==> src/design/spc_regs.svh <==
// Constants for the system PLL configuration and lock status block
`ifndef SPC_REGS_SVH
`define SPC_REGS_SVH
`define SPC_FBDIV_W 10
`define SPC_FBDIV_MIN 10'h06C
`define SPC_FBDIV_MAX 10'h22C
`define SPC_FBDIV_RST 10'h06C
`define SPC_DOUBLER_RST 1'b0
`define SPC_FREQ_M_W 48
`define SPC_FREQ_N_W 16
`define SPC_LOCK_MARGIN_BASE 4'h4
`endif

==> src/design/spc_pkg.sv <==
// Types for the system PLL configuration and lock status block
package spc_pkg;
   typedef enum logic [0:0] {
      SPC_ST_LOAD = 1'b0,
      SPC_ST_RUN = 1'b1
   } spc_state_t;
   typedef enum logic [1:0] {
      SPC_SRC_NONE = 2'b00,
      SPC_SRC_OTP = 2'b01,
      SPC_SRC_EEPROM = 2'b10
   } spc_src_t;
endpackage

==> src/design/spc_sys_pll_cfg.sv <==
// System PLL configuration, frequency word and loss-of-lock status
// What this block does
// (RULE1) Frequencies are a 48-bit numerator over a 16-bit denominator, in hertz.
// (RULE2) A setting picks direct crystal reference or reference through the doubler.
// (RULE3) Feedback divider accepts any integer from 108 to 556.
// (RULE4) Configuring party should aim for a PLL frequency of 13.4 to 13.9 GHz.
// (RULE5) At reset, load fields from OTP or EEPROM, whichever is enabled and valid.
// (RULE6) After the reset sequence, host may rewrite the fields at any time.
// (RULE7) Lock limits derive from the active configuration, no user thresholds.
// (RULE8) Loss-of-lock alarm is readable as status and optionally routed to GPIO.
// (RULE9) PLL output is the high-speed source for every fractional output divider.
// (RULE10) Loss-of-lock status is a level, updated synchronously as the comparison changes.
`timescale 1ns/1ps
`default_nettype none
`include "spc_regs.svh"
module spc_sys_pll_cfg #(
   parameter int VC_W = 8
) (
   input wire logic SYS_CLK_I,
   input wire logic SYS_RST_I,
   input wire logic CLK_EN_I,
   input wire logic OTP_EN_I,
   input wire logic OTP_VALID_I,
   input wire logic OTP_DOUBLER_I,
   input wire logic [9:0] OTP_FBDIV_I,
   input wire logic EE_EN_I,
   input wire logic EE_VALID_I,
   input wire logic EE_DOUBLER_I,
   input wire logic [9:0] EE_FBDIV_I,
   input wire logic HOST_WR_I,
   input wire logic HOST_DOUBLER_I,
   input wire logic [9:0] HOST_FBDIV_I,
   input wire logic [47:0] XTAL_M_I,
   input wire logic [15:0] XTAL_N_I,
   input wire logic [VC_W-1:0] LOOP_VCTRL_I,
   input wire logic LOL_GPIO_EN_I,
   output logic RESET_DONE_O,
   output spc_pkg::spc_src_t LOAD_SRC_O,
   output logic HOST_REJ_O,
   output logic DOUBLER_EN_O,
   output logic [9:0] FBDIV_O,
   output logic [47:0] FREQ_M_O,
   output logic [15:0] FREQ_N_O,
   output logic LOL_STATUS_O,
   output logic GPIO_LOL_O,
   output logic FRAC_DIV_SRC_EN_O
);
   import spc_pkg::*;

   // The lock window reaches at most 20 codes either side of mid-scale
   if (VC_W < 6 || VC_W > 16) begin : gen_vc_w_check
      $error("VC_W must lie between 6 and 16");
   end

   // Divider range test shared by load and host paths
   function automatic logic fb_ok(input logic [9:0] v);
      fb_ok = (v >= `SPC_FBDIV_MIN) && (v <= `SPC_FBDIV_MAX);
   endfunction

   spc_state_t state_q, state_d;
   spc_src_t src_q, src_d;
   logic dbl_q, dbl_d;
   logic [9:0] fb_q, fb_d;
   logic otp_ok, ee_ok, host_ok;

   assign otp_ok = OTP_EN_I && OTP_VALID_I && fb_ok(OTP_FBDIV_I);
   assign ee_ok = EE_EN_I && EE_VALID_I && fb_ok(EE_FBDIV_I);
   assign host_ok = HOST_WR_I && (state_q == SPC_ST_RUN) && fb_ok(HOST_FBDIV_I);

   // Configuration loading and host rewrites
   always_comb begin
      state_d = state_q;
      src_d = src_q;
      dbl_d = dbl_q;
      fb_d = fb_q;
      case (state_q)
         SPC_ST_LOAD: begin
            state_d = SPC_ST_RUN;
            if (otp_ok) begin // [RULE5]
               src_d = SPC_SRC_OTP;
               dbl_d = OTP_DOUBLER_I;
               fb_d = OTP_FBDIV_I;
            end else if (ee_ok) begin // [RULE5]
               src_d = SPC_SRC_EEPROM;
               dbl_d = EE_DOUBLER_I;
               fb_d = EE_FBDIV_I;
            end
         end
         SPC_ST_RUN: begin
            if (host_ok) begin // [RULE6] [RULE2] [RULE3]
               dbl_d = HOST_DOUBLER_I;
               fb_d = HOST_FBDIV_I;
            end
         end
         default: state_d = SPC_ST_LOAD;
      endcase
   end

   always_ff @(posedge SYS_CLK_I or posedge SYS_RST_I) begin
      if (SYS_RST_I) begin
         state_q <= SPC_ST_LOAD;
         src_q <= SPC_SRC_NONE;
         dbl_q <= `SPC_DOUBLER_RST;
         fb_q <= `SPC_FBDIV_RST;
      end else if (CLK_EN_I) begin
         state_q <= state_d;
         src_q <= src_d;
         dbl_q <= dbl_d;
         fb_q <= fb_d;
      end
   end

   // Lock window from the active configuration
   logic [VC_W-1:0] vc_mid, margin, lo_lim, hi_lim;
   logic [58:0] prod;
   logic [10:0] mult_fb;
   logic lol_q, lol_d, fdsrc_q, fdsrc_d;
   logic [47:0] fm_q, fm_d;
   logic [15:0] fn_q, fn_d;

   assign vc_mid = VC_W'(1) << (VC_W - 1);
   assign margin = VC_W'(`SPC_LOCK_MARGIN_BASE) + VC_W'(fb_q[9:6]) + VC_W'(dbl_q); // [RULE7]
   assign lo_lim = vc_mid - margin;
   assign hi_lim = vc_mid + margin;
   assign mult_fb = dbl_q ? {fb_q, 1'b0} : {1'b0, fb_q}; // [RULE2]
   assign prod = 59'(XTAL_M_I) * 59'(mult_fb);

   always_comb begin
      lol_d = (state_q != SPC_ST_RUN) || (LOOP_VCTRL_I < lo_lim) || (LOOP_VCTRL_I > hi_lim); // [RULE10] [RULE7]
      fdsrc_d = !lol_d; // [RULE9]
      fm_d = prod[47:0]; // [RULE1]
      fn_d = XTAL_N_I; // [RULE1]
   end

   always_ff @(posedge SYS_CLK_I or posedge SYS_RST_I) begin
      if (SYS_RST_I) begin
         lol_q <= 1'b1;
         fdsrc_q <= 1'b0;
         fm_q <= 48'h0;
         fn_q <= 16'h1;
      end else if (CLK_EN_I) begin
         lol_q <= lol_d;
         fdsrc_q <= fdsrc_d;
         fm_q <= fm_d;
         fn_q <= fn_d;
      end
   end

   // Output wiring
   assign RESET_DONE_O = (state_q == SPC_ST_RUN);
   assign LOAD_SRC_O = src_q;
   assign HOST_REJ_O = CLK_EN_I && HOST_WR_I && !host_ok;
   assign DOUBLER_EN_O = dbl_q;
   assign FBDIV_O = fb_q;
   assign FREQ_M_O = fm_q;
   assign FREQ_N_O = fn_q;
   assign LOL_STATUS_O = lol_q;
   assign GPIO_LOL_O = lol_q && LOL_GPIO_EN_I; // [RULE8]
   assign FRAC_DIV_SRC_EN_O = fdsrc_q;
endmodule
`default_nettype wire

==> config.mk <==
export PLATFORM = sky130hd
export DESIGN_NAME = spc_sys_pll_cfg
export DESIGN_NICKNAME = d
export VERILOG_FILES = /design/src/design/spc_pkg.sv /design/src/design/spc_sys_pll_cfg.sv
export VERILOG_INCLUDE_DIRS = /design/src /design/src/design
export SDC_FILE = /design/constraint.sdc
export NUM_CORES = 1
export LEC_CHECK = 0
export ABC_AREA = 1
export BUFFER_PORTS_ARGS = -buffer_cell sky130_fd_sc_hd__buf_2
export CAP_MARGIN = 40
export CELL_PAD_IN_SITES_DETAIL_PLACEMENT = 0
export CELL_PAD_IN_SITES_GLOBAL_PLACEMENT = 2
export CORE_UTILIZATION = 39
export DETAILED_ROUTE_END_ITERATION = 7
export GPL_TIMING_DRIVEN = 0
export PLACE_DENSITY_LB_ADDON = 0.1
export SLEW_MARGIN = 10
export SYNTH_ARGS = -nofsm -noshare
export SYNTH_HDL_FRONTEND = slang
export SYNTH_SLANG_ARGS = --single-unit
==> constraint.sdc <==
create_clock -name SYS_CLK_I -period 16.1 [get_ports SYS_CLK_I]
set_input_delay 2.415 -clock SYS_CLK_I [delete_from_list [all_inputs] [get_ports SYS_CLK_I]]
set_output_delay 2.415 -clock SYS_CLK_I [all_outputs]
set_load 0.05 [all_outputs]
==> flow_summary_export.csv <==
group,metric,value,unit
final_layout,finalInstanceArea,20100,um2
final_layout,drive_above_1_share,8.98,%
min_path,hold_path_startpoint,"FREQ_N_O[0]",
final_layout,regArea,2010,um2
clocking,cts_setup_buffers,0,
route,ant_nets,0,
synthesis,ys_warn_count,0,
final_layout,instances_no_fill,3185,
grt,grt_usage,28.6,%
sta,finalWorstSetupSlack,8.34,ns
final_layout,area_growth_syn_to_layout,10.4,%
synthesis,ys_ff_latch,80,
sta,fin_skew,0.00864,ns
clocking,cts_buffers,9,
grt,top_usage_layer,"met2",
setup_path,critPathRequiredTime,16.34,ns
min_path,min_path_type,"flip-flop to flip-flop",
synthesis,syn-num-nets,2959,
clocking,cts.clk_slew.worst_paths,0.06,ns
setup_path,crit_fanout,9,
floorplan,die_area,47500,um2
placement,dp_hpwl,56.3,mm
grt,grt_pass1_vias,17400,
sta,timing.max_slew.rel_slack,39.5,%
floorplan,core,45700,um2
sta,post-route-min-period,7.76,ns
synthesis,synth_top_area_share,40.0,%
clocking,cts_buffer_depth,2,
setup_path,max_stage_delay,0.54,ns
setup_path,path_cells,"buf_1 -> nand2_1 -> fa_1 -> fa_1 -> inv_1 -> fa_1 -> fa_1 -> inv_1 -> fa_1 -> inv_1 -> ha_1 -> a21oi_1 -> a21boi_1 -> o21ai_0 -> nand2_1 -> nand2_1 -> nand2_1 -> nand3_1 -> or2_1 -> nand3_1 -> nand2_1",
grt,gr-total-overflow,0,
clocking,postCtsResizedCells,0,
synthesis,yosysSeqAreaShare,11.0,%
synthesis,synth_cell_types,50,
route,wire_per_inst,20.2,um
sta,min_period_over_period,48.2,%
final_layout,layout_commonest_cell,"nand2_1",
sta,finalHoldViolations,0,
grt,met3_usage,2.68,%
route,viasPerCell,5.09,
route,firstDrtPassIters,7,
grt,antenna_found_initial,1,
setup_path,crit_type,"input port to flip-flop",
clocking,clk_latency,0.36,ns
floorplan,dieHeight,218,um
synthesis,netlist_area,18200,um2
sta,tightest_slew,0.908,ns
synthesis,yosys.area.top_type,"fa_1",
placement,place_congestion,0.920,
synthesis,synth_area_leaders,"fa_1 40%, nand2_1 13%, dfrtp_1 10%, inv_1 9.4%, nor2_1 5.9%",
clocking,h-tree-depth,3,
final_layout,layout_common_cells,"653 x nand2_1, 456 x inv_1, 363 x fa_1, 288 x nor2_1, 171 x buf_2",
setup_path,cp_top_family,"adder cells",
route,vias,16200,
sta,grt_setup_unrepaired,"no",
setup_path,startpoint,"XTAL_M_I[16]",
placement,place_area,19800,um2
floorplan,start_util,39.8,%
final_layout,fill_cells,4824,
setup_path,crit_path_start_kind,"input port",
sta,drv_slew,0,
placement,place_inst,3168,
sta,setup_tns,0,ns
setup_path,cpMaxStageDelayCell,"fa_1",
floorplan,fp.dieW,218,um
setup_path,r2r-start,"DOUBLER_EN_O",
sta,finalSetupViolCount,0,
synthesis,avgSynthCellArea,7.57,um2
grt,grtUsageMet2,46.1,%
floorplan,io_pins,196,
route,wl,64.4,mm
grt,grt_pass1_wl,102,mm
grt,grt_max_degree,61,
sta,timing.fmax,129,MHz
floorplan,num_rows,78,
clocking,clock-root-buffer,"clkbuf_16",
placement,post-place-ws,8.02,ns
grt,use_met1,40.5,%
clocking,cts_hold_buf,0,
run,maxCapViolations,0,
outcome,status,"complete, no violations",
setup_path,crit_arrival,7.99,ns
final_layout,multiInputGateArea,14100,um2
clocking,cts_tree,"done",
route,drc_errors,0,
synthesis,postSynthCellCount,2402,
route,initialDrtViolationCount,939,
setup_path,path_buf_inv,4,
final_layout,fin_nets,3136,
setup_path,worstSetupEndpointType,"flip-flop",
placement,portBuffers,165,
clocking,clkSinkCount,80,
-- Yosys cell counts, drive strengths merged --
cell / instances
a21boi: 6
o21a: 8
o31ai: 6
o311ai: 2
dfrtp: 74
a21oi: 64
o211ai: 1
and3: 1
xor2: 11
ha: 80
a211oi: 1
a31oi: 29
o21ai: 88
nor2: 293
nand3b: 1
or2: 6
clkbuf: 49
buf: 45
inv: 459
nor3: 13
a21o: 2
nand4: 19
o21bai: 11
xnor2: 12
nand2: 668
a221oi: 1
and2: 1
dfstp: 6
fa: 363
clkinv: 2
nor4: 4
a31o: 1
nand3: 75
-- metal layers --
metal  up-vias  part of all wire, %
met5         -                0.020
li1       7530                    -
met4         2                  3.2
met3        88                  4.0
met1      8165                   46
met2       426                   46
-- flip-flops by register name, indices dropped and copies added (netlist names) --
register,count
FREQ_M_O,48
FREQ_N_O,16
FBDIV_O,10
LOAD_SRC_O,2
DOUBLER_EN_O,1
FRAC_DIV_SRC_EN_O,1
LOL_STATUS_O,1
RESET_DONE_O,1
-- final timing paths --
kind,endpoint,slack (ns),cells after the start
min,FREQ_N_O[0],0.46,2
max in group asynchronous,FBDIV_O[3],13.42,3
min reg2reg,FREQ_N_O[0],0.46,2
max,FREQ_M_O[43],8.34,21
min in group asynchronous,FREQ_M_O[27],2.01,2
max reg2reg,FREQ_M_O[40],9.13,23
-- area by class of cell --
type,count,area share (%)
Sequential cell,80,10.0
Buffer,94,1.94
Timing Repair Buffer,166,4.25
Inverter,461,8.63
Clock buffer,11,1.16
Tap cell,600,3.74
Clock inverter,5,0.293
Multi-Input combinational cell,1767,70.0
Antenna cell,1,0.0125
-- cells by family after synthesis --
kind of cell	Yosys count	synth area share [%]
buf+inv	555	11.7
fa+ha+maj	443	45.5
simple gates	1081	23.7
xor+xnor	23	1.15
flops	80	11.0
compound gates	220	6.95
-- through the flow --
stage	util, %	hold slack, ns
floorplan	-	0.577
CTS	44.0	0.467
global placement	43.3	0.450
finish	44.0	0.464
detailed placement	43.3	0.455
global route	44.0	0.480
-- tightest hold or removal path, cell delays in order, from the launching register on --
cell     delay [ns]
dfstp_2        0.37
nand2_1        0.05
nand2_1        0.04
Power is left out: the tool's default activity adds up to more than one toggle a clock period on the data nets, which glitch-free logic cannot reach.
